[src/pmc_regs.vh]
`ifndef PMC_REGS_VH
`define PMC_REGS_VH
// mode select encodings
`define PMC_MODE_IDLE 2'h0
`define PMC_MODE_FAST 2'h1
`define PMC_MODE_TIMER 2'h2
`define PMC_MODE_DEEP 2'h3
// reset values
`define PMC_MODE_RST 2'h0
`define PMC_SRC_RST 1'h1
`define PMC_LSSEL_RST 1'h1
// sequence timing, ns
`define PMC_CLK_NS 20
`define PMC_FAST_SEQ_NS 200
`define PMC_SLOW_SEQ_NS 2000
`endif

[src/pmc_power_mode_controller.v]
`include "pmc_regs.vh"
`default_nettype none
module pmc_power_mode_controller #(
  parameter IO_W = 8,
  parameter SEQ_W = 8
) (
  input wire i_core_clk,
  input wire i_rst,
  input wire i_por,
  input wire i_mode_wr,
  input wire [1:0] i_mode_wdata,
  input wire i_idle_wr,
  input wire i_idle_wdata,
  input wire i_src_wr,
  input wire i_src_wdata,
  input wire i_lssel_wr,
  input wire i_lssel_wdata,
  input wire i_irq_any,
  input wire i_port_irq,
  input wire i_sleep_timer_irq,
  input wire i_crystal_ready,
  input wire i_fast_rc_ready,
  input wire [IO_W-1:0] i_io_dir,
  input wire [IO_W-1:0] i_io_out,
  output reg [1:0] o_mode_select,
  output wire o_power_idle_trigger,
  output reg o_sysclk_source_select,
  output reg o_low_speed_osc_select,
  output wire o_crystal_stable_flag,
  output wire o_fast_rc_stable_flag,
  output reg o_cpu_clk_en,
  output reg o_periph_clk_en,
  output reg o_regulator_en,
  output reg o_crystal_oscillator_en,
  output reg o_fast_rc_oscillator_en,
  output reg o_low_power_rc_oscillator_en,
  output reg o_crystal32k_en,
  output reg o_sysclk_use_fast_rc,
  output reg o_usb_reset,
  output reg o_io_hold,
  output reg [IO_W-1:0] o_io_dir,
  output reg [IO_W-1:0] o_io_out,
  output wire o_port_irq_unblocked,
  output wire o_sleep_irq_unblocked,
  output reg o_restart,
  output reg [2:0] o_state
);
  // ----------------------------------------
  // states and sequence lengths
  // ----------------------------------------
  localparam [2:0] ST_ACTIVE = 3'h0;
  localparam [2:0] ST_CPU_IDLE = 3'h1;
  localparam [2:0] ST_PWR_DOWN = 3'h2;
  localparam [2:0] ST_SLEEP = 3'h3;
  localparam [2:0] ST_PWR_UP = 3'h4;
  localparam [2:0] ST_XTAL_WAIT = 3'h5;
  localparam integer FAST_CYC =
    (`PMC_FAST_SEQ_NS + `PMC_CLK_NS - 1) / `PMC_CLK_NS;
  localparam integer SLOW_CYC =
    (`PMC_SLOW_SEQ_NS + `PMC_CLK_NS - 1) / `PMC_CLK_NS;
  localparam [SEQ_W-1:0] FAST_CNT = FAST_CYC[SEQ_W-1:0];
  localparam [SEQ_W-1:0] SLOW_CNT = SLOW_CYC[SEQ_W-1:0];

  // ----------------------------------------
  // synchronised pin inputs
  // ----------------------------------------
  wire [3:0] sync_out;
  wire por_s;
  wire port_s;
  wire xtal_s;
  wire hfrc_s;
  pmc_sync #(.W(4)) u_sync (
    .i_core_clk(i_core_clk),
    .i_rst(i_rst),
    .i_async({i_por, i_port_irq, i_crystal_ready, i_fast_rc_ready}),
    .o_sync(sync_out)
  );
  assign por_s = sync_out[3];
  assign port_s = sync_out[2];
  assign xtal_s = sync_out[1];
  assign hfrc_s = sync_out[0];

  reg [2:0] state_reg;
  reg [2:0] state_next;
  reg [1:0] sleep_mode_reg;
  reg xtal_was_on_reg;
  reg hfrc_was_on_reg;
  reg seq_start;
  reg [SEQ_W-1:0] seq_count;
  wire seq_done;

  pmc_seq_timer #(.W(SEQ_W)) u_seq (
    .i_core_clk(i_core_clk),
    .i_rst(i_rst),
    .i_start(seq_start),
    .i_count(seq_count),
    .o_done(seq_done)
  );

  // ----------------------------------------
  // helpers
  // ----------------------------------------
  function is_slow_mode;
    input [1:0] m;
    begin
      is_slow_mode = (m == `PMC_MODE_TIMER) || (m == `PMC_MODE_DEEP);
    end
  endfunction

  // wake sources while asleep
  wire timer_wake = i_sleep_timer_irq &&
    (sleep_mode_reg != `PMC_MODE_DEEP);
  wire sleep_wake = port_s || timer_wake;
  wire mode_zero = (o_mode_select == `PMC_MODE_IDLE);
  wire do_enter = i_idle_wr && i_idle_wdata && (state_reg == ST_ACTIVE);

  assign o_power_idle_trigger = 1'b0;
  assign o_crystal_stable_flag = xtal_s;
  assign o_fast_rc_stable_flag = hfrc_s;
  assign o_port_irq_unblocked = mode_zero;
  assign o_sleep_irq_unblocked = mode_zero;

  // ----------------------------------------
  // next state
  // ----------------------------------------
  always @* begin
    state_next = state_reg;
    seq_start = 1'b0;
    seq_count = FAST_CNT;
    case (state_reg)
      ST_ACTIVE: begin
        if (do_enter) begin
          if (mode_zero) begin
            state_next = ST_CPU_IDLE;
          end else begin
            state_next = ST_PWR_DOWN;
            seq_start = 1'b1;
            seq_count = is_slow_mode(o_mode_select) ?
              SLOW_CNT : FAST_CNT;
          end
        end
      end
      ST_CPU_IDLE: begin
        if (i_irq_any) begin
          state_next = ST_ACTIVE;
        end
      end
      ST_PWR_DOWN: begin
        if (seq_done) begin
          state_next = ST_SLEEP;
        end
      end
      ST_SLEEP: begin
        if (sleep_wake) begin
          state_next = ST_PWR_UP;
          seq_start = 1'b1;
          seq_count = is_slow_mode(sleep_mode_reg) ?
            SLOW_CNT : FAST_CNT;
        end
      end
      ST_PWR_UP: begin
        if (seq_done) begin
          state_next = ST_XTAL_WAIT;
        end
      end
      ST_XTAL_WAIT: begin
        if (!xtal_was_on_reg || xtal_s) begin
          state_next = ST_ACTIVE;
        end
      end
      default: begin
        state_next = ST_ACTIVE;
      end
    endcase
  end

  // ----------------------------------------
  // state and control bits
  // ----------------------------------------
  always @(posedge i_core_clk) begin
    if (i_rst || por_s) begin
      state_reg <= ST_ACTIVE;
      o_mode_select <= `PMC_MODE_RST;
      sleep_mode_reg <= `PMC_MODE_RST;
      o_sysclk_source_select <= `PMC_SRC_RST;
      o_low_speed_osc_select <= `PMC_LSSEL_RST;
      xtal_was_on_reg <= 1'b0;
      hfrc_was_on_reg <= 1'b1;
      o_restart <= 1'b1;
    end else begin
      state_reg <= state_next;
      o_restart <= 1'b0;
      if (i_src_wr) begin
        o_sysclk_source_select <= i_src_wdata;
      end
      if (i_lssel_wr) begin
        o_low_speed_osc_select <= i_lssel_wdata;
      end
      if (state_reg == ST_ACTIVE && state_next == ST_PWR_DOWN) begin
        sleep_mode_reg <= o_mode_select;
        xtal_was_on_reg <= o_crystal_oscillator_en;
        hfrc_was_on_reg <= o_fast_rc_oscillator_en;
      end
      // hardware clear on entry or wake beats software write
      if (state_next == ST_SLEEP && state_reg == ST_PWR_DOWN) begin
        o_mode_select <= `PMC_MODE_IDLE;
      end else if (state_reg == ST_SLEEP && sleep_wake) begin
        o_mode_select <= `PMC_MODE_IDLE;
      end else if (i_mode_wr) begin
        o_mode_select <= i_mode_wdata;
      end
    end
  end

  // ----------------------------------------
  // power, clock and pin outputs
  // ----------------------------------------
  wire in_low = (state_reg == ST_PWR_DOWN) || (state_reg == ST_SLEEP) ||
    (state_reg == ST_PWR_UP);
  wire slow_now = is_slow_mode(sleep_mode_reg);
  // por drops straight back to active, like the state register
  wire [2:0] state_go = por_s ? ST_ACTIVE : state_next;
  wire go_sleep = (state_go == ST_SLEEP);
  wire leave_sleep = (state_reg == ST_SLEEP) && !go_sleep;

  function hs_fallback;
    input src_rc;
    input xtal_ok;
    begin
      hs_fallback = src_rc || !xtal_ok;
    end
  endfunction

  // ----------------------------------------
  // clock gates and regulator
  // ----------------------------------------
  always @(posedge i_core_clk) begin
    if (i_rst) begin
      o_state <= ST_ACTIVE;
      o_cpu_clk_en <= 1'b1;
      o_periph_clk_en <= 1'b1;
      o_regulator_en <= 1'b1;
      o_usb_reset <= 1'b0;
    end else begin
      o_state <= state_go;
      o_cpu_clk_en <= (state_go == ST_ACTIVE) ||
        (state_go == ST_XTAL_WAIT);
      o_periph_clk_en <= !go_sleep;
      o_regulator_en <= !(go_sleep && slow_now);
      o_usb_reset <= go_sleep && slow_now;
    end
  end

  // ----------------------------------------
  // high-speed oscillators
  // ----------------------------------------
  always @(posedge i_core_clk) begin
    if (i_rst) begin
      o_crystal_oscillator_en <= 1'b0;
      o_fast_rc_oscillator_en <= 1'b1;
      o_sysclk_use_fast_rc <= 1'b1;
    end else begin
      if (go_sleep) begin
        o_crystal_oscillator_en <= 1'b0;
        o_fast_rc_oscillator_en <= 1'b0;
      end else if (leave_sleep) begin
        // fast rc is the fallback clock while crystal starts
        o_crystal_oscillator_en <= xtal_was_on_reg;
        o_fast_rc_oscillator_en <= hfrc_was_on_reg || xtal_was_on_reg;
      end else if (state_reg == ST_ACTIVE) begin
        o_crystal_oscillator_en <= !o_sysclk_source_select ||
          o_crystal_oscillator_en;
        o_fast_rc_oscillator_en <=
          hs_fallback(o_sysclk_source_select, xtal_s);
      end
      o_sysclk_use_fast_rc <=
        hs_fallback(o_sysclk_source_select, xtal_s);
    end
  end

  // ----------------------------------------
  // low-speed oscillator, off only in deepest sleep
  // ----------------------------------------
  always @(posedge i_core_clk) begin
    if (i_rst) begin
      o_low_power_rc_oscillator_en <= 1'b1;
      o_crystal32k_en <= 1'b0;
    end else if (go_sleep && sleep_mode_reg == `PMC_MODE_DEEP) begin
      o_low_power_rc_oscillator_en <= 1'b0;
      o_crystal32k_en <= 1'b0;
    end else begin
      o_low_power_rc_oscillator_en <= o_low_speed_osc_select;
      o_crystal32k_en <= !o_low_speed_osc_select;
    end
  end

  // ----------------------------------------
  // pin hold
  // ----------------------------------------
  // pins captured up to one cycle before power down starts, not in the trigger cycle
  always @(posedge i_core_clk) begin
    if (i_rst) begin
      o_io_hold <= 1'b0;
      o_io_dir <= {IO_W{1'b0}};
      o_io_out <= {IO_W{1'b0}};
    end else begin
      o_io_hold <= in_low;
      if (!in_low && state_go != ST_PWR_DOWN) begin
        o_io_dir <= i_io_dir;
        o_io_out <= i_io_out;
      end
    end
  end
endmodule
`default_nettype wire

[src/pmc_sync.v]
`default_nettype none
module pmc_sync #(
  parameter W = 1
) (
  input wire i_core_clk,
  input wire i_rst,
  input wire [W-1:0] i_async,
  output reg [W-1:0] o_sync
);
  reg [W-1:0] s1_reg;
  reg [W-1:0] s2_reg;
  reg [W-1:0] s3_reg;
  // ----------------------------------------
  // three stages, change taken when 2 and 3 agree
  // ----------------------------------------
  always @(posedge i_core_clk) begin
    if (i_rst) begin
      s1_reg <= {W{1'b0}};
      s2_reg <= {W{1'b0}};
      s3_reg <= {W{1'b0}};
      o_sync <= {W{1'b0}};
    end else begin
      s1_reg <= i_async;
      s2_reg <= s1_reg;
      s3_reg <= s2_reg;
      o_sync <= (s2_reg & s3_reg) | (o_sync & (s2_reg | s3_reg));
    end
  end
endmodule
`default_nettype wire

[src/pmc_seq_timer.v]
`default_nettype none
module pmc_seq_timer #(
  parameter W = 8
) (
  input wire i_core_clk,
  input wire i_rst,
  input wire i_start,
  input wire [W-1:0] i_count,
  output wire o_done
);
  reg [W-1:0] cnt_reg;
  reg run_reg;
  // ----------------------------------------
  // one-shot countdown
  // ----------------------------------------
  always @(posedge i_core_clk) begin
    if (i_rst) begin
      cnt_reg <= {W{1'b0}};
      run_reg <= 1'b0;
    end else if (i_start) begin
      cnt_reg <= i_count;
      run_reg <= 1'b1;
    end else if (run_reg) begin
      if (cnt_reg == {W{1'b0}}) begin
        run_reg <= 1'b0;
      end else begin
        cnt_reg <= cnt_reg - 1'b1;
      end
    end
  end
  assign o_done = run_reg && (cnt_reg == {W{1'b0}});
endmodule
`default_nettype wire

[config.mk]
export PLATFORM = sky130hd
export DESIGN_NAME = pmc_power_mode_controller
export DESIGN_NICKNAME = d
export VERILOG_FILES = /design/src/pmc_power_mode_controller.v /design/src/pmc_sync.v /design/src/pmc_seq_timer.v
export VERILOG_INCLUDE_DIRS = /design/src
export SDC_FILE = /design/constraint.sdc
export NUM_CORES = 1
export LEC_CHECK = 0
export BUFFER_PORTS_ARGS = -buffer_cell sky130_fd_sc_hd__buf_2
export CORE_ASPECT_RATIO = 1.25
export CORE_MARGIN = 5
export CORE_UTILIZATION = 30
export CTS_CLUSTER_SIZE = 24
export DETAILED_ROUTE_END_ITERATION = 12
export PLACE_DENSITY = 0.6
export SLEW_MARGIN = 15
export SYNTH_ARGS = -nofsm -noshare
export SYNTH_HDL_FRONTEND = slang
export SYNTH_SLANG_ARGS = --single-unit
[constraint.sdc]
create_clock -name i_core_clk -period 2.85 [get_ports i_core_clk]
set_input_delay 0.7125 -clock i_core_clk [delete_from_list [all_inputs] [get_ports i_core_clk]]
set_output_delay 0.7125 -clock i_core_clk [all_outputs]
set_load 0.05 [all_outputs]
==> impl_metrics.env <==
export IMPL_grt_pass1_wl_mm=9.98
export IMPL_insertion_delay_ps=320
export IMPL_worstPathRequired_ps=3100
export IMPL_final_cell_mix="buf_2, dfxtp_1, nand2b_1, mux2i_1"
export IMPL_path_class="flop to flop"
export IMPL_p_leak_uw=0.00152
export IMPL_cts_made_buffers=9
export IMPL_grtUsageMet1_pct=14.3
export IMPL_numPortBuffers=70
export IMPL_hpwl_mm=4.31
export IMPL_dp_cells=465
export IMPL_coreArea_um2=9080
export IMPL_cts_tree="done"
export IMPL_syn_inst=281
export IMPL_grt_use_met3_pct=3.58
export IMPL_synth_cell_area_um2=2760
export IMPL_die_area_um2=11200
export IMPL_yosys_top_cells_area="dfxtp_1, nand2b_1, mux2i_1"
export IMPL_die_h_um=117
export IMPL_cts_resized_gates=0
export IMPL_fin_crit_sh_pct=81.3
export IMPL_hp_class="flop to flop"
export IMPL_syn_num_nets=315
export IMPL_cts_htree_levels=3
export IMPL_grt_usage_pct=11.7
export IMPL_ys_seq_area_share_pct=47.9
export IMPL_first_pass_iters=4
export IMPL_cts_setup_buffers=0
export IMPL_finalMaxSlewViolations=0
export IMPL_async_flop_share_pct=0
export IMPL_setup_violations=0
export IMPL_grt_ovfl_total=0
export IMPL_layout_cells_non_filler=480
export IMPL_grt_pass1_vias=2169
export IMPL_busiest_layer="met2"
export IMPL_cp_data_arrival_time_ps=2570
export IMPL_avgSynthCellArea_um2=9.82
export IMPL_vias_per_cell=4.48
export IMPL_tightestPinTransition_ps=671
export IMPL_wl_per_cell_um=12.4
export IMPL_vdd_ir_drop_max_mv=0.340
export IMPL_synth_edff_count=0
export IMPL_cts_hold_buf=0
export IMPL_status="complete, no violations"
export IMPL_cp_max_fo=16
export IMPL_drive_gt1_share_pct=29.1
export IMPL_core_rowCount=39
export IMPL_synth_seq_cells=66
export IMPL_antenna_found_initial=0
export IMPL_ys_types=56
export IMPL_setup_tns_ps=0
export IMPL_rsz0062_at_grt="no"
export IMPL_clock_fmax_mhz=432
export IMPL_yosys_warnings=0
export IMPL_maxSlewHeadroom_pct=54.9
export IMPL_cp_start_kind="flop"
export IMPL_critPathCaptureType="flop"
export IMPL_hold_viol=0
export IMPL_finClkSkew_ps=4.52
export IMPL_synth_top_area_share_pct=47.9
export IMPL_syn2layout_area_growth_pct=27.1
export IMPL_powerDensity_nw_per_um2=708
export IMPL_cts_buffer_depth=2
export IMPL_initial_utilization_pct=30.4
export IMPL_fp_dieW_um=95.8
export IMPL_drt_iter0_drc=109
export IMPL_ios=72
export IMPL_clkSinkCount=66
export IMPL_maxCapViolCount=0
export IMPL_clk_pin_slew_ps=50
export IMPL_grt_max_degree=65
export IMPL_finalCriticalPeriod_ps=2320
export IMPL_vias=2150
export IMPL_drtAntennaViolNets=0
export IMPL_diodes=0
export IMPL_layout_commonest_cell="buf_2"
export IMPL_fill_cells=951
export IMPL_drc=0
export IMPL_synth_ff_type="dfxtp_1"
export IMPL_cts_root_buf="clkbuf_16"
export IMPL_place_congestion=0.797
export IMPL_grt_use_met2_pct=17.5
export IMPL_nNetsFinal=387
export IMPL_wl_mm=5.96
export IMPL_yosysTopAreaCell="dfxtp_1"
## layer usage
metal,part of all wire [%],vias to the layer above,wire [µm]
met4,2.8,0,168
met3,7.7,10,459
met2,43,73,2550
met1,47,961,2780
met5,0,-,0
li1,-,1106,-
## path summary, 6_finish.rpt
| kind | slack, ps | from | cells after the start | to |
|---|---|---|---|---|
| worst max-delay path | 530 | u_seq.cnt_reg[0]$_SDFFE_PP0P_ | 8 | o_io_out[0]$_SDFFE_PP0P_ |
| worst min-delay path | 430 | u_sync.s1_reg[3]$_SDFF_PP0_ | 1 | u_sync.s2_reg[3]$_SDFF_PP0_ |
| worst max register to register | 530 | u_seq.cnt_reg[0]$_SDFFE_PP0P_ | 8 | o_io_out[0]$_SDFFE_PP0P_ |
| worst min register to register | 430 | u_sync.s1_reg[3]$_SDFF_PP0_ | 1 | u_sync.s2_reg[3]$_SDFF_PP0_ |
## power by group
group | leakage (µW) | internal, µW | switching [µW] | total (µW)
Sequential | 0.000541 | 975 | 35.5 | 1010
Clock | 0.000152 | 741 | 362 | 1100
Combinational | 0.000825 | 125 | 244 | 369
## layout make-up
type	instances	area [µm²]	share of cell area, %
clock buffers	13	270	7.71
well taps	123	154	4.39
repair buffers	77	403	11.5
inverters	10	37.5	1.07
flip-flops and latches	66	1320	37.7
multi-input cells	189	1280	36.7
clock inverters	2	35.0	0.999
## through the flow
stage / worst slack, ps / area, µm² / hold WS (ps) / power (µW) / utilization [%]
floorplan: 142 / 2760 / 414 / 1320 / -
global placement: 469 / 3200 / 417 / 1400 / 35.3
detailed placement: 445 / 3200 / 420 / 1400 / 35.3
CTS: 498 / 3510 / 433 / 2520 / 38.6
global route: 340 / 3510 / 449 / 2590 / 38.6
finish: 533 / 3510 / 433 / 2480 / 38.6
## synthesized netlist by cell type (7+ instances only)
| master | n |
|---|---|
| a211oi_1 | 7 |
| a21oi_1 | 13 |
| nand2b_1 | 35 |
| dfxtp_1 | 66 |
| nor3_1 | 8 |
| nand2_1 | 17 |
| mux2i_1 | 20 |
| nor2_1 | 17 |
| clkbuf_1 | 7 |
| nor2b_1 | 12 |
| inv_1 | 10 |
## critical path: stages, from the launching register on
cell and delay (ps):
dfxtp_1 320, inv_1 80, ha_1 240, or4b_4 510, nor4_4 320, or4_1 160, o31a_1 120, buf_4 280
mux2i_1 210
## cell families (layout without fill, tap and decap cells)
group,count (synthesis),in the layout,share of synthesized area (%)
AOI/OAI and AO/OA,42,42,10.7
xor gates and xnor gates,6,6,1.90
adders and majority gates,1,1,0.453
buffers and inverters,26,102,5.53
DFF,66,66,47.9
muxes,21,21,7.66
other,1,1,0.136
and+or+nand+nor,118,118,25.8
(Power assumes the default switching activity.)
